File: src/verilog/ubic_pkg.sv
// Package with register map, field positions and reset values of the baud and IrDA control block
package ubic_pkg;
	localparam logic [7:0]  BAUD_OFF      = 8'h24;
	localparam logic [7:0]  IRCR_OFF      = 8'h28;
	localparam logic [7:0]  FSEL_OFF      = 8'h30;
	localparam logic [31:0] BAUD_RESET    = 32'h0f000000;
	localparam logic [31:0] IRCR_RESET    = 32'h00000040;
	localparam logic [31:0] FSEL_RESET    = 32'h00000000;
	localparam logic [31:0] BAUD_MASK     = 32'h3f00ffff;
	localparam logic [31:0] IRCR_MASK     = 32'h00000062;
	localparam logic [31:0] FSEL_MASK     = 32'h00000003;
	localparam int          DIV_X_EN_BIT  = 29;
	localparam int          DIV_X_ONE_BIT = 28;
	localparam int          FACTOR_HI     = 27;
	localparam int          FACTOR_LO     = 24;
	localparam int          DIVISOR_HI    = 15;
	localparam int          DIVISOR_LO    = 0;
	localparam int          RX_INV_BIT    = 6;
	localparam int          TX_INV_BIT    = 5;
	localparam int          TX_SEL_BIT    = 1;
	localparam logic [1:0]  FSEL_IRDA     = 2'h2;
	localparam logic [4:0]  OVS_DEFAULT   = 5'h10;
	localparam logic [4:0]  OVS_ONE       = 5'h01;
	localparam logic [16:0] DIVISOR_ADD   = 17'h00002;
endpackage

File: src/verilog/ubic_bus_if.sv
// Interface carrying decoded register values from the top to the baud generator
`timescale 1ns/1ps
interface ubic_bus_if;
	logic        tick_clear;
	logic [4:0]  ovs_factor;
	logic [16:0] div_count;
	logic        bit_tick;
	logic        sample_tick;
	modport top (output tick_clear, output ovs_factor, output div_count,
		input bit_tick, input sample_tick);
	modport gen (input tick_clear, input ovs_factor, input div_count,
		output bit_tick, output sample_tick);
endinterface

File: src/verilog/ubic_baud_gen.sv
// Two-stage divider making the oversample and bit-rate enable pulses
`timescale 1ns/1ps
module ubic_baud_gen (
	input  wire logic core_clk,
	input  wire logic resetn,
	ubic_bus_if.gen   bus
);
	typedef struct packed {
		logic [16:0] pre_cnt;
		logic [4:0]  ovs_cnt;
		logic        sample;
		logic        bit_t;
	} ubic_gen_type;

	ubic_gen_type s_q;
	ubic_gen_type s_d;

	always_comb begin
		s_d        = s_q;
		s_d.sample = 1'b0;
		s_d.bit_t  = 1'b0;
		if (bus.tick_clear) begin
			s_d.pre_cnt = 17'h00000;
			s_d.ovs_cnt = 5'h00;
		end else if (s_q.pre_cnt >= bus.div_count - 17'h00001) begin
			// Divide by divisor plus two
			s_d.pre_cnt = 17'h00000;
			s_d.sample  = 1'b1;
			if (s_q.ovs_cnt >= bus.ovs_factor - 5'h01) begin
				s_d.ovs_cnt = 5'h00;
				s_d.bit_t   = 1'b1;
			end else begin
				s_d.ovs_cnt = s_q.ovs_cnt + 5'h01;
			end
		end else begin
			s_d.pre_cnt = s_q.pre_cnt + 17'h00001;
		end
	end

	always_ff @(posedge core_clk or negedge resetn) begin
		if (!resetn) begin
			s_q <= '0;
		end else begin
			s_q <= s_d;
		end
	end

	assign bus.bit_tick    = s_q.bit_t;
	assign bus.sample_tick = s_q.sample;
endmodule // ubic_baud_gen

File: src/verilog/ubic_top.sv
// Baud-rate generator and IrDA line control registers with APB slave
//
// Function
// Normal mode: clock over 16 times (divisor+2)
// No extended divider means oversampling sixteen
// Extended, unity clear: factor field plus one
// Extended, unity set: oversampling one
// Factor field at bits 27..24
// Divisor at bits 15..0, plus two
// Software keeps extended divider off in IrDA
// Bit 6 inverts incoming RX line
// Bit 5 inverts outgoing TX line
// Bit 1 selects IrDA transmitter or receiver
// IrDA behaviour only with IrDA function code
// Reserved bits read zero, writes ignored
`timescale 1ns/1ps
module ubic_top (
	input  wire logic        core_clk,
	input  wire logic        resetn,
	input  wire logic        psel,
	input  wire logic        penable,
	input  wire logic        pwrite,
	input  wire logic [7:0]  paddr,
	input  wire logic [31:0] pwdata,
	output logic      [31:0] prdata,
	output logic             pready,
	output logic             pslverr,
	input  wire logic        rx_line_in,
	input  wire logic        tx_data_in,
	output logic             rx_data_out,
	output logic             tx_line_out,
	output logic             irda_tx_enable,
	output logic             irda_rx_enable,
	output logic             bit_tick,
	output logic             sample_tick
);
	typedef struct packed {
		logic [31:0] baud;
		logic [31:0] ircr;
		logic [31:0] fsel;
		logic [31:0] rdata;
		logic        ready;
		logic        err;
		logic        rx_s1;
		logic        rx_s2;
		logic        rx_out;
		logic        tx_out;
		logic        txe;
		logic        rxe;
		logic        btick;
		logic        stick;
		logic        clr;
		logic [16:0] scnt;
		logic [1:0]  sseen;
		logic [20:0] bcnt;
		logic [1:0]  bseen;
	} ubic_top_type;

	ubic_top_type s_q;
	ubic_top_type s_d;
	ubic_bus_if   gen_bus ();

	ubic_baud_gen u_gen (
		.core_clk (core_clk),
		.resetn   (resetn),
		.bus      (gen_bus)
	);

	logic        access;
	logic        mapped;
	logic        irda_on;
	logic [4:0]  factor;
	logic [16:0] dcount;

	assign access  = psel && penable && !s_q.ready;
	assign mapped  = (paddr == ubic_pkg::BAUD_OFF) || (paddr == ubic_pkg::IRCR_OFF)
		|| (paddr == ubic_pkg::FSEL_OFF);
	assign irda_on = (s_q.fsel[1:0] == ubic_pkg::FSEL_IRDA);

	always_comb begin
		factor = ubic_pkg::OVS_DEFAULT;
		if (s_q.baud[ubic_pkg::DIV_X_EN_BIT]) begin
			if (s_q.baud[ubic_pkg::DIV_X_ONE_BIT]) begin
				factor = ubic_pkg::OVS_ONE;
			end else begin
				factor = {1'b0, s_q.baud[ubic_pkg::FACTOR_HI:ubic_pkg::FACTOR_LO]}
					+ 5'h01;
			end
		end
	end

	assign dcount = {1'b0, s_q.baud[ubic_pkg::DIVISOR_HI:ubic_pkg::DIVISOR_LO]}
		+ ubic_pkg::DIVISOR_ADD;
	assign gen_bus.ovs_factor = factor;
	assign gen_bus.div_count  = dcount;
	assign gen_bus.tick_clear = s_q.clr;

	always_comb begin
		s_d       = s_q;
		s_d.ready = access;
		s_d.err   = access && !mapped;
		s_d.clr   = 1'b0;
		s_d.rdata = 32'h00000000;
		if (access && pwrite) begin
			unique case (paddr)
				ubic_pkg::BAUD_OFF: begin
					s_d.baud = pwdata & ubic_pkg::BAUD_MASK;
					s_d.clr  = 1'b1;
				end
				ubic_pkg::IRCR_OFF: s_d.ircr = pwdata & ubic_pkg::IRCR_MASK;
				ubic_pkg::FSEL_OFF: s_d.fsel = pwdata & ubic_pkg::FSEL_MASK;
				default: ;
			endcase
		end else if (access) begin
			unique case (paddr)
				ubic_pkg::BAUD_OFF: s_d.rdata = s_q.baud;
				ubic_pkg::IRCR_OFF: s_d.rdata = s_q.ircr;
				ubic_pkg::FSEL_OFF: s_d.rdata = s_q.fsel;
				default: s_d.rdata = 32'h00000000;
			endcase
		end
		s_d.rx_s1  = rx_line_in;
		s_d.rx_s2  = s_q.rx_s1;
		// Inversion only acts while the port is in IrDA function
		s_d.rx_out = s_q.rx_s2 ^ (irda_on && s_q.ircr[ubic_pkg::RX_INV_BIT]);
		s_d.tx_out = tx_data_in ^ (irda_on && s_q.ircr[ubic_pkg::TX_INV_BIT]);
		s_d.txe    = irda_on && s_q.ircr[ubic_pkg::TX_SEL_BIT];
		s_d.rxe    = irda_on && !s_q.ircr[ubic_pkg::TX_SEL_BIT];
		s_d.btick  = gen_bus.bit_tick;
		s_d.stick  = gen_bus.sample_tick;
		// Tick spacing is trusted only from the second tick after a restart
		s_d.scnt   = s_q.stick ? 17'h00001 : s_q.scnt + 17'h00001;
		s_d.bcnt   = s_q.btick ? 21'h000001 : s_q.bcnt + 21'h000001;
		if (s_q.clr) begin
			s_d.sseen = 2'h0;
			s_d.bseen = 2'h0;
		end else begin
			if (s_q.stick && s_q.sseen != 2'h2) begin
				s_d.sseen = s_q.sseen + 2'h1;
			end
			if (s_q.btick && s_q.bseen != 2'h2) begin
				s_d.bseen = s_q.bseen + 2'h1;
			end
		end
	end

	always_ff @(posedge core_clk or negedge resetn) begin
		if (!resetn) begin
			s_q       <= '0;
			s_q.baud  <= ubic_pkg::BAUD_RESET;
			s_q.ircr  <= ubic_pkg::IRCR_RESET;
			s_q.fsel  <= ubic_pkg::FSEL_RESET;
			s_q.rx_s1 <= 1'b1;
			s_q.rx_s2 <= 1'b1;
		end else begin
			s_q <= s_d;
		end
	end

	assign prdata         = s_q.rdata;
	assign pready         = s_q.ready;
	assign pslverr        = s_q.err;
	assign rx_data_out    = s_q.rx_out;
	assign tx_line_out    = s_q.tx_out;
	assign irda_tx_enable = s_q.txe;
	assign irda_rx_enable = s_q.rxe;
	assign bit_tick       = s_q.btick;
	assign sample_tick    = s_q.stick;

	logic [4:0]  m_rule;
	logic [16:0] div_rule;
	logic [20:0] bit_rule;
	// Oversampling from the mode table, kept apart from the datapath decode
	always_comb begin
		unique case ({s_q.baud[ubic_pkg::DIV_X_EN_BIT], s_q.baud[ubic_pkg::DIV_X_ONE_BIT]})
			2'h2: m_rule = {1'b0, s_q.baud[ubic_pkg::FACTOR_HI:ubic_pkg::FACTOR_LO]} + 5'h01;
			2'h3: m_rule = ubic_pkg::OVS_ONE;
			default: m_rule = ubic_pkg::OVS_DEFAULT;
		endcase
	end
	assign div_rule = {1'b0, s_q.baud[ubic_pkg::DIVISOR_HI:ubic_pkg::DIVISOR_LO]} + ubic_pkg::DIVISOR_ADD;
	assign bit_rule = {16'h0000, m_rule} * {4'h0, div_rule};
endmodule // ubic_top

File: config.mk
export PLATFORM = sky130hd
export DESIGN_NAME = ubic_top
export DESIGN_NICKNAME = d
export VERILOG_FILES = /design/src/verilog/ubic_pkg.sv /design/src/verilog/ubic_bus_if.sv /design/src/verilog/ubic_baud_gen.sv /design/src/verilog/ubic_top.sv
export SDC_FILE = /design/constraint.sdc
export NUM_CORES = 1
export LEC_CHECK = 0
export ABC_AREA = 0
export BUFFER_PORTS_ARGS = -buffer_cell sky130_fd_sc_hd__buf_4
export CAP_MARGIN = 20
export CELL_PAD_IN_SITES_DETAIL_PLACEMENT = 0
export CELL_PAD_IN_SITES_GLOBAL_PLACEMENT = 1
export CORE_MARGIN = 4
export CORE_UTILIZATION = 39
export CTS_CLUSTER_SIZE = 20
export DETAILED_ROUTE_END_ITERATION = 12
export GPL_TIMING_DRIVEN = 0
export PLACE_DENSITY_LB_ADDON = 0.1
export SLEW_MARGIN = 10
export SYNTH_ARGS = -nofsm -noshare
export SYNTH_HDL_FRONTEND = slang
export SYNTH_SLANG_ARGS = --single-unit
File: constraint.sdc
create_clock -name core_clk -period 3.01 [get_ports core_clk]
set_clock_uncertainty 0.1 [all_clocks]
set_input_delay 0.602 -clock core_clk [delete_from_list [all_inputs] [get_ports core_clk]]
set_output_delay 0.602 -clock core_clk [all_outputs]
set_load 0.005 [all_outputs]
---- Yosys cells after proc, flatten, opt, wreduce, memory -nomap -nowiden ----
Cells that the tools add are included.
storage, ports and cells
  flip-flop bits (word level) ............. 94
  bits of input ports ..................... 47
  output and inout bits ................... 40
  logic and storage cells ................. 63
cells by class
  add/subtract/negate cells ............... 6
  $lt $le $gt $ge ......................... 2
  eq/ne operators ......................... 4
  mux-type cells .......................... 13
  bitwise operators ....................... 2
  reductions and logical operators ........ 17
operators by type and width
  cell                                                 count
  case mux 30 bit (3 select lines)                     1
  two-way mux 30 bit                                   2
  == test 8 x 6 -> 1 bit (second input constant)       3
  two-way mux 22 bit                                   1
  adder 16 x 2 -> 17 bit (second input constant)       1
  adder 17 x 1 -> 17 bit (second input constant)       1
  >= comparator 17 bit                                 1
  two-way mux 17 bit                                   1
  subtractor 17 x 1 -> 17 bit (second input constant)  1
  two-way mux 5 bit                                    3
  logical AND 1 bit                                    8
  two-way mux 7 bit                                    1
  AND reduction 2 bit                                  3
  adder 4 x 1 -> 5 bit (second input constant)         1
  adder 5 x 1 -> 5 bit (second input constant)         1
  >= comparator 5 bit                                  1
  subtractor 5 x 1 -> 5 bit (second input constant)    1
  zero test 1 bit                                      3
  two-way mux 1 bit                                    3
  == test 2 bit (second input constant)                1
  logical OR 1 bit                                     2
  two-way mux 2 bit                                    1
  nonzero test 2 bit                                   1
  bitwise XOR 1 bit                                    2

---- Depth between registers and ports, before layout ----
Gate-level depths: netlist of run 1.
  depth after elaboration ................. 8
  mapped depth ............................ 13
  mapped depth without buffers ............ 12

---- By module ----
A second synthesis of run 1 with hierarchy kept.
unflattened totals
  cell total of the unflattened synthesis .. 448
  area total of the unflattened synthesis .. 4868.4 µm²
modules (own cells, without submodules)
  module         instances  cells an instance  area an instance (µm²)  sequential area each (µm²)
  ubic_top       1          230                2914.0                  1510.2
  ubic_baud_gen  1          218                1954.4                  600.6

---- Worst setup path before layout of run 1 ----
OpenSTA, ideal clock, no wires.
  kind .................................... reg-to-reg
  start ................................... reg s_q[149] in the netlist's numbering
  end ..................................... reg u_gen.s_q[15] in the netlist's numbering
  library setup time ...................... 0.071 ns
  arrival ................................. 2.831 ns
  data required time ...................... 2.839 ns
  setup slack ............................. 0.008 ns
  stages on the path, launching flop included .. 14
  path buffers ............................ 1
  clock period less this slack ............ 3.002 ns
  cell sequence ........................... dfrtp_1 ha_1 nand2_1 nor2_1 and2_1 nand3_1 xor2_1 ha_1 nand4_1 nor3_1 a211oi_1 nand4b_2 buf_2 nor2_1
RTL lines
  item                    line                 RTL
  start: declaration      ubic_top.sv:59       ubic_top_type s_q;
  end signal: assignment  ubic_baud_gen.sv:42  s_q <= '0;
  end signal: assignment  ubic_baud_gen.sv:44  s_q <= s_d;
  end: declaration        ubic_baud_gen.sv:15  ubic_gen_type s_q;

---- Final worst setup path of run 1 ----
  start ................................... reg s_q[153] in the netlist's numbering
  end ..................................... reg u_gen.s_q[5] in the netlist's numbering
between the ends
  word-level cells in the longest chain between the ends .. 4
ends and longest elaborated chain
  item                                 line                 RTL
  adder 16 x 2 -> 17 bit               --
  subtractor 17 x 1 -> 17 bit          ubic_baud_gen.sv:25  end else if (s_q.pre_cnt >= bus.div_count - 17'h00001) begin
  >= comparator 17 bit                 ubic_baud_gen.sv:25
  nonzero test 2 bit (no source line)  --
Every way passes these cells.
A chain may end at the register's enable or synchronous reset.

==> impl_metrics.tcl, run 1 <==
set metrics [dict create \
    worst_slew_margin_rel_pct 64.5 \
    htree_num_levels 3 \
    n_antenna_cell 0 \
    status "complete, no violations" \
    routed_wire_length_per_instance_um 14.4 \
    grt_first_pass_wirelength_mm 14.9 \
    crit_path_cell_trace "nand4_1, nor2_4, and2_4, nand3_2, xor2_1, ha_1, a21o_1, a21o_1, a32oi_4, buf_6, a311oi_1, a311o_1" \
    final_layout_size_suffix_gt1_share_pct 40.9 \
    detailroute.via_count 3180 \
    post_synth.cell_area_avg_sq_um 11.2 \
    cp_slowest_cell "dfrtp_2" \
    grt_antenna_before_repair 0 \
    drt_iter0_markers 132 \
    fin_area_sq_um 5920 \
    num-nets-final 583 \
    synthTopCellsByArea "dfrtp_1 (42%), ha_1 (7.4%), mux2_4 (6.3%)" \
    ctsRootBufferMaster "clkbuf_16" \
    worst_ir_drop_vdd_mv 0.708 \
    cts-root-to-sink-buffers 2 \
    route.detailed.drc 0 \
    power_frac_clock_pct 40.3 \
    synth.cell_area_sq_um 4540 \
    ys_async_sr_fraction_pct 100 \
    yosysTopAreaCell "dfrtp_1" \
    pwr_density_cell_nw_per_um2 598 \
    port_buffers 66 \
    post-layout-total-power_mw 3.54 \
    core_area_sq_um 11400 \
    worstPathArrival_ps 3020 \
    post_synth_edffs 0 \
    placed_cells 624 \
    yosysUniqueCellTypes 53 \
    synthCells 406 \
    detailedPlacementHpwl_mm 6.62 \
    cp_max_fo 7 \
    power.share.combinational_pct 23.1 \
    cts-buffers-inserted 9 \
    area_growth_from_synthesis_to_layout_pct 30.2 \
    tritoncts_clock_tree "yes" \
    floorplan.initialDensity_pct 39.8 \
    grt_start_max_net_pins 85 \
    grt.total_usage_pct 14.4 \
    total_cell_area_at_the_placement_stage_sq_um 5250 \
    worst_path_most_repeated_cell "a21o_1" \
    max_cap_violations 0 \
    netSwitchingPower_uw 958 \
    io_pins 87 \
    final-setup-viol-count 0 \
    grt_pass1_vias 3097 \
    die_w_um 116 \
    layout.filler_cells 1060 \
    seqPwrFrac_pct 36.6 \
    power_leakage_nw 2.92 \
    period_share_pct 96.3 \
    clk_transition_reported_paths_ps 60 \
    worst_skew_pair.late_latency_ps 340 \
    timing_worst_slew_pin_value_ps 527 \
    criticalPathCategory "register to register" \
    timing.hold.worst.class "input pin to async pin" \
    clkSinkCount 84 \
    globalplace.congestion 0.738 \
    cpPeakStageDelay_ps 400 \
    max_freq_mhz 345 \
    postRouteWirelength_mm 9.49 \
    synth_top_cell_area_share_pct 42.4 \
    sw_frac_of_total_pct 27.1 \
    finalHoldViolations 0 \
    p_int_mw 2.58 \
    pins_over_slew_limit 0 \
    setup.worst_path.start_class "register" \
    floorplan.die_area_sq_um 13400 \
    synth_seq_cells 84 \
    die_outline_height_um 116 \
    synthFlopType "dfrtp_1" \
    ys_seq_area_share_pct 46.5 \
    timing.critical_path.required_ps 3130 \
    global_route.overflow_total 0 \
    cp-end-kind "register" \
    finish.cell_count_without_fillers 657 \
    rows 39 \
    routed_via_density 4.84 \
    layout_min_cycle_time_ps 2900 \
    dr.pass1.iters 4 \
    holdBufCountCts 0 \
    synth_warnings 0 \
    antenna_violating_nets_post_route 0 \
]
## cells in the mapped netlist (all sizes together) (2+ instances only)
cell type / number
dfrtp: 77
nor2: 40
buf: 36
ha: 27
mux2: 27
xnor2: 23
and2: 21
nand3: 20
nand2: 17
xor2: 14
inv: 13
a21oi: 8
and3: 8
dfstp: 7
nand4: 7
nor3: 6
nand2b: 5
o21ai: 5
nor2b: 4
nor3b: 4
a21o: 3
a22oi: 3
or3: 3
a211oi: 2
a311o: 2
a311oi: 2
nand3b: 2
nand4b: 2
nor4: 2
o22ai: 2
or4: 2
## cells in the final DEF, fill, tap and decap left out, types with 8 or more instances in the layout
master / count
a21oi_1: 8
nor2_1: 37
conb_1: 10
mux2_2: 8
clkbuf_16: 9
dfrtp_1: 74
xnor2_1: 23
nand3_1: 17
buf_4: 112
nand2_1: 16
and2_2: 14
ha_1: 26
inv_1: 13
xor2_1: 14
mux2_4: 19
and3_1: 8
## cells by family after synthesis
logic type / after synthesis / synth area share, %
compound gates: 31 / 4.63
mux: 27 / 8.26
flops: 84 / 46.5
fa+ha+maj: 27 / 7.44
buf+inv: 50 / 7.30
simple gates: 149 / 18.7
xor+xnor: 37 / 7.13
other cells: 1 / 0.0826
## stage by stage
stage	setup WS (ps)	utilization, %	hold slack [ps]	setup TNS, ps
global route	-91.5	51.8	63.6	-150
floorplan	7.98	-	206	0
finish	112	51.8	53.5	0
detailed placement	-759	46.0	236	-13860
CTS	27.9	50.4	250	0
global placement	-686	46.0	236	-12310
## cell type report
type | count | area [sq um] | area share, %
clock buffer | 9 | 225 | 3.81
buffer | 37 | 283 | 4.78
multi-input combinational | 281 | 2250 | 38.1
timing repair buffer | 83 | 651 | 11.0
sequential | 84 | 2110 | 35.7
tap | 143 | 179 | 3.02
inverter | 13 | 48.8 | 0.825
clock inverter | 7 | 163 | 2.75
## final timing paths
check / start / endpoint / slack [ps] / depth (start not counted)
max in group asynchronous: resetn / s_q[123]$_DFFE_PN1P_ / 2100 / 2
setup reg to reg: s_q[153]$_DFFE_PN0P_ / u_gen.s_q[5]$_DFFE_PN0P_ / 110 / 12
min in group core_clk: u_gen.bus.sample_tick$_DFF_PN0_ / sample_tick$_DFF_PN0_ / 250 / 0
hold / removal: resetn / u_gen.s_q[4]$_DFFE_PN0P_ / 50 / 1
hold reg to reg: u_gen.bus.sample_tick$_DFF_PN0_ / sample_tick$_DFF_PN0_ / 250 / 0
setup / recovery: s_q[153]$_DFFE_PN0P_ / u_gen.s_q[5]$_DFFE_PN0P_ / 110 / 12
## state kept, by name, summed over array words and instances, names as in the netlist
name	cells
u_gen.s_q	22
bit_tick	1
s_q	28
gen_bus.tick_clear	1
pslverr	1
u_gen.bus.sample_tick	1
tx_line_out	1
s_d	1
prdata	22
sample_tick	1
pready	1
rx_data_out	1
irda_tx_enable	1
irda_rx_enable	1
u_gen.bus.bit_tick	1
## power groups by stage
| stage | clock network (mW) | logic, mW | registers [mW] |
|---|---|---|---|
| 2_1_floorplan | 0 | 0.447 | 1.29 |
| 3_3_place_gp | 0 | 0.652 | 1.32 |
| 3_5_place_dp | 0 | 0.664 | 1.31 |
| 4_1_cts | 1.47 | 0.786 | 1.29 |
| 5_1_grt | 1.52 | 0.921 | 1.31 |
| 6_report | 1.43 | 0.816 | 1.29 |
## worst max-delay path, delay by kind of cell (launching register included)
kind / cells / cell delay (ps)
AND/OR/NAND/NOR: 4 / 670
AO/OA/AOI/OAI: 5 / 990
buffers and inverters: 1 / 160
flip-flops: 1 / 400
adder cells (fa/ha/maj): 1 / 310
XOR/XNOR: 1 / 150
## layer usage
| metal | track usage [%] | wire length (um) | vias up |
|---|---|---|---|
| li1 | - | - | 1565 |
| met1 | 17.9 | 3990 | 1544 |
| met2 | 24.4 | 5010 | 64 |
| met3 | 4.44 | 398 | 7 |
| met4 | 3.94 | 91 | 0 |
| met5 | 0 | 0 | - |
## what timing repair did
item | CTS | global route
setup endpoints to repair | 24 | 24
endpoints found under the hold margin | 0 | 0
setup buffers | 7 | 9
gates resized for setup | 10 | 17
pin swaps | 4 | 10
(Power assumes the default switching activity.)
==> inputs of run 2 (changes only) <==
- ABC_AREA: 0 -> 1
- CORE_UTILIZATION: 39 -> 37
- GPL_ROUTABILITY_DRIVEN: default -> 0
- PLACE_DENSITY_LB_ADDON: 0.1 -> 0.3
==> impl_metrics.tcl, run 2 <==
set metrics [dict create \
    routed_via_density 4.57 \
    synth_seq_cells 84 \
    synthCells 546 \
    max_freq_mhz 350 \
    detailroute.via_count 3751 \
    synth_mux_area_share_pct 0 \
    final-setup-viol-count 0 \
    num-nets-final 722 \
    grt_pass1_vias 3666 \
    synth.top_cells.by_count "nand2_1 (129), dfrtp_1 (77), inv_1 (63)" \
    io_pins 87 \
    core_area_sq_um 12100 \
    synth_top_cell_area_share_pct 41.6 \
    route.detailed.drc 0 \
    fin_area_sq_um 5960 \
    port_buffers 66 \
    timing.critical_path.required_ps 3180 \
    total_cell_area_at_the_placement_stage_sq_um 5370 \
    setup_total_negative_slack_ps 0 \
    worstPathArrival_ps 3030 \
    synthFlopType "dfrtp_1" \
    ys_seq_area_share_pct 45.6 \
    holdBufCountCts 0 \
    clk_transition_reported_paths_ps 70 \
    postRouteWirelength_mm 10.5 \
    synth.cell_area_sq_um 4630 \
    clkSinkCount 84 \
    layout_common_cells "nand2_1 (126), buf_4 (111), dfrtp_1 (74)" \
    timing.critical_path.max_delay_family "simple AND/OR/NAND/NOR gates" \
    synthTopCellsByArea "dfrtp_1 (42%), nand2_1 (10%), ha_1 (7.3%)" \
    floorplan.die_area_sq_um 14400 \
    post_synth_xor_area_fraction_pct 5.86 \
    htree_num_levels 3 \
    pwr_density_cell_nw_per_um2 488 \
    worst_slew_margin_rel_pct 63.8 \
    yosysUniqueCellTypes 34 \
    n_antenna_cell 0 \
    ctsRootBufferMaster "clkbuf_16" \
    antenna_violating_nets_post_route 0 \
    post_synth_edffs 0 \
    finish.cell_count_without_fillers 821 \
    mostFrequentLayoutCell "nand2_1" \
    final_layout_size_suffix_gt1_share_pct 27.0 \
    place_worst_setup_slack_ps -151 \
    cts-root-to-sink-buffers 2 \
    cp-end-kind "register" \
    global_route.overflow_total 0 \
    post_synth.cell_area_avg_sq_um 8.48 \
    worst_ir_drop_vdd_mv 0.243 \
    criticalPathCategory "register to register" \
    synth_warnings 0 \
    yosysTopAreaCell "dfrtp_1" \
    worst_hold_slack_ps 137 \
    power_leakage_nw 3.13 \
    ys_async_sr_fraction_pct 100 \
    timing_worst_slew_pin_value_ps 543 \
    synth_top_family_by_area "simple AND/OR/NAND/NOR gates" \
    largest_register_ff_count 28 \
    synth_compound_gate_area_share_pct 4.70 \
    cpPeakStageDelay_ps 420 \
    largest-register "s_q" \
    worst_path_most_repeated_cell "nand2_1" \
    finalHoldViolations 0 \
    drt_iter0_markers 113 \
    max_cap_violations 0 \
    grt_start_max_net_pins 85 \
    grt_first_pass_wirelength_mm 17.4 \
    critical_path_buf_inv_count 2 \
    grt_setup_unrepaired "yes" \
    status "complete, no violations" \
    cp_slowest_cell "dfrtp_1" \
    tritoncts_clock_tree "yes" \
    post-route-worst-setup-slack_ps 153 \
    post_synth_and_or_nand_nor_area_fraction_pct 24.7 \
    area_growth_from_synthesis_to_layout_pct 28.7 \
    dr.pass1.iters 4 \
    synth-adder-area-share_pct 7.30 \
    floorplan.initialDensity_pct 38.2 \
    period_share_pct 94.9 \
    cp_max_fo 5 \
    pins_over_slew_limit 0 \
    grt_antenna_before_repair 0 \
    die_outline_height_um 120 \
    placed_cells 789 \
    detailedPlacementHpwl_mm 7.65 \
    layout_min_cycle_time_ps 2860 \
    die_w_um 120 \
    grt.total_usage_pct 15.1 \
    cts-buffers-inserted 9 \
    rows 40 \
    crit_path_cell_trace "ha_4, nand2_4, nor3_4, nand4_1, buf_4, o21ai_2, ha_4, nand2_1, nand2_1, nand2_1, nand4_1, a21oi_4, nand3_4, clkbuf_16, nor2_1" \
    timing.hold.worst.class "input pin to async pin" \
    setup.worst_path.start_class "register" \
    layout.filler_cells 1177 \
    worst_skew_pair.late_latency_ps 340 \
    routed_wire_length_per_instance_um 12.8 \
    post-layout-total-power_mw 2.91 \
    final_util_pct 49.2 \
    post-synth-top-count-cell "nand2_1" \
]
run 2: what timing repair did:
item	CTS	global route
setup buffers	2	12
pin swaps	2	8
setup endpoints to repair	24	24
gates cloned	0	1
resized for setup	2	19
run 2: final cells by class:
cell class / count / area [sq um] / share of cell area [%]
well taps: 168 / 210 / 3.53
plain buffers: 40 / 300 / 5.04
inverters: 66 / 248 / 4.16
repair buffers: 82 / 657 / 11.0
clock inverters: 7 / 124 / 2.08
flip-flops and latches: 84 / 2110 / 35.5
clock buffers: 9 / 225 / 3.78
multi-input cells: 365 / 2080 / 34.9
run 2: power by group:
part / switching, mW / internal, mW / leakage [nW]
sequential: 0.0730 / 1.18 / 1.08
combinational: 0.199 / 0.167 / 1.89
clock: 0.474 / 0.816 / 0.166
run 2: path summary, 6_finish.rpt:
check                      cells after the start                       to                             from  slack (ps)
max                                           15  u_gen.s_q[15]$_DFF_PN0_             s_q[150]$_DFFE_PN0P_         150
min in group core_clk                          0    sample_tick$_DFF_PN0_  u_gen.bus.sample_tick$_DFF_PN0_         240
max reg2reg                                   15  u_gen.s_q[15]$_DFF_PN0_             s_q[150]$_DFFE_PN0P_         150
min                                            1  u_gen.s_q[18]$_DFF_PN0_                           resetn         140
max in group asynchronous                      2     s_q[174]$_DFFE_PN1P_                           resetn        2000
min reg2reg                                    0    sample_tick$_DFF_PN0_  u_gen.bus.sample_tick$_DFF_PN0_         240
run 2: per-layer routing:
| layer | up-vias | wire, um | global-route usage [%] |
|---|---|---|---|
| met5 | - | 0 | 0 |
| met4 | 0 | 169 | 6.66 |
| met3 | 11 | 563 | 3.68 |
| met2 | 98 | 4800 | 23.3 |
| met1 | 1741 | 4990 | 20.2 |
| li1 | 1901 | - | - |
run 2: cells by family (layout without fill, tap and decap cells):
kind of cell,count (synthesis),in the layout
AOI/OAI and AO/OA,40,40
xor gates and xnor gates,31,31
adders and majority gates,27,27
buffers and inverters,106,204
DFF,84,84
other,1,10
and+or+nand+nor,257,257
==> inputs of run 3 (changes only) <==
- ABC_AREA: 1 -> default
- CORE_UTILIZATION: 37 -> 39
==> impl_metrics.tcl, run 3 (same netlist as run 1, synthesis figures left out) <==
set metrics [dict create \
    timing.critical_path.max_delay_family "simple AND/OR/NAND/NOR gates" \
    detailedPlacementHpwl_mm 6.58 \
    cts-root-to-sink-buffers 2 \
    clkSinkCount 84 \
    final-setup-viol-count 0 \
    status "complete, no violations" \
    r2r_end "u_gen.s_q[2]$_DFFE_PN0P_" \
    rows 39 \
    pins_over_slew_limit 0 \
    timing.hold.worst.class "input pin to async pin" \
    finalHoldViolations 0 \
    num-nets-final 583 \
    port_buffers 66 \
    grt_first_pass_wirelength_mm 15.4 \
    tritoncts_clock_tree "yes" \
    floorplan.initialDensity_pct 39.8 \
    cp_slowest_cell "dfrtp_2" \
    timing.critical_path.from "s_q[152]$_DFFE_PN0P_" \
    grt_antenna_before_repair 0 \
    timing_worst_slew_pin_value_ps 521 \
    max_cap_violations 0 \
    dr.pass1.iters 4 \
    routed_wire_length_per_instance_um 14.2 \
    global_route.overflow_total 0 \
    worst_slew_margin_rel_pct 65.2 \
    largest_register_ff_count 28 \
    worstPathArrival_ps 3070 \
    die_outline_height_um 116 \
    io_pins 87 \
    routed_via_density 4.74 \
    post-route-worst-setup-slack_ps 103 \
    cp-end-kind "register" \
    crit_path_cell_trace "nand4_1, nor2_2, and2_4, nand3_2, xor2_1, ha_1, a21o_1, a21o_1, a32oi_4, nand4b_4, buf_6, o22ai_2" \
    final_layout_size_suffix_gt1_share_pct 42.8 \
    postRouteWirelength_mm 9.30 \
    n_antenna_cell 0 \
    period_share_pct 96.6 \
    critical_path_buf_inv_count 1 \
    detailroute.via_count 3117 \
    setup.worst_path.start_class "register" \
    die_w_um 116 \
    worst_hold_slack_ps 142 \
    worst_ir_drop_vdd_mv 0.459 \
    criticalPathCategory "register to register" \
    worst_path_most_repeated_cell "a21o_1" \
    layout.filler_cells 1055 \
    drt_iter0_markers 139 \
    floorplan.die_area_sq_um 13400 \
    clk_transition_reported_paths_ps 60 \
    largest-register "s_q" \
    post-layout-total-power_mw 3.40 \
    r2r.worst_path.cells 12 \
    cpPeakStageDelay_ps 410 \
    worst_skew_pair.late_latency_ps 340 \
    grt_setup_unrepaired "yes" \
    cts-buffers-inserted 9 \
    total_cell_area_at_the_placement_stage_sq_um 5250 \
    max_freq_mhz 344 \
    cp_max_fo 8 \
    layout_common_cells "buf_4 (111), dfrtp_1 (72), nor2_1 (29)" \
    timing.critical_path.required_ps 3170 \
    antenna_violating_nets_post_route 0 \
    grt_pass1_vias 3243 \
    route.detailed.drc 0 \
    final_util_pct 51.6 \
    pwr_density_cell_nw_per_um2 578 \
    area_growth_from_synthesis_to_layout_pct 29.7 \
    fin_area_sq_um 5890 \
    mostFrequentLayoutCell "buf_4" \
    place_worst_setup_slack_ps -679 \
    grt.total_usage_pct 14.6 \
    reg2reg_setup_slack_ps 100 \
    grt_start_max_net_pins 85 \
    ctsRootBufferMaster "clkbuf_16" \
    htree_num_levels 3 \
    core_area_sq_um 11400 \
    power_leakage_nw 2.90 \
    layout_min_cycle_time_ps 2910 \
    timing.rr.start "s_q[152]$_DFFE_PN0P_" \
]
## run 3: cell count changes in the layout (fill, tap and decap cells not counted), sizes merged, moves of 8 or more
cell / change
nand2: -115
nand3: -13
and3: +8
and2: +21
xor2: -9
nor3: -11
mux2: +27
nand4: -8
xnor2: +15
nor2: -18
o21ai: -23
inv: -54
## run 3: cell type report
class                      instances  area, sq um  share of cell area [%]
sequential                        84         2120                    35.9
buffer                            37          289                    4.91
tap                              143          179                    3.04
inverter                          13         48.8                   0.828
clock inverter                     5         86.3                    1.47
clock buffer                      11          243                    4.12
multi-input combinational        281         2270                    38.6
timing repair buffer              83          654                    11.1
## run 3: metal layers
metal | vias to the layer above | part of all wire, % | track usage, %
li1 | 1562 | - | -
met1 | 1490 | 45 | 18.8
met2 | 57 | 49 | 23.9
met3 | 8 | 4.8 | 4.33
met4 | 0 | 1.2 | 4.33
met5 | - | 0 | 0
## run 3: timing repair
item | in CTS | in global routing
buffers inserted | 3 | 12
gates cloned | 0 | 1
hold buffers | 0 | 0
setup endpoints to repair | 24 | 24
pin swaps | 3 | 11
resized for setup | 10 | 33
## run 3: how the worst max path moves through the flow
stage                          endpoint  depth (start not counted)  slack, ps
6_report       u_gen.s_q[2]$_DFFE_PN0P_                         12        100
5_1_grt        u_gen.s_q[2]$_DFFE_PN0P_                         12        -80
4_1_cts         u_gen.s_q[15]$_DFF_PN0_                         13          4
3_5_place_dp    u_gen.s_q[15]$_DFF_PN0_                         13       -680
3_3_place_gp    u_gen.s_q[22]$_DFF_PN0_                         13       -660
2_1_floorplan   u_gen.s_q[15]$_DFF_PN0_                         13          8
## run 3: per-stage QoR
step	TNS (ps)	cells
4_1_cts	0	643
3_5_place_dp	-12010	624
6_report	0	657
2_1_floorplan	0	415
5_1_grt	-1060	657
3_3_place_gp	-11840	624
## run 3: power breakdown
part / internal [mW] / switching (mW) / total (mW) / leakage, nW
registers: 1.22 / 0.0769 / 1.30 / 1.11
logic: 0.436 / 0.470 / 0.906 / 1.62
clock network: 0.754 / 0.449 / 1.20 / 0.160
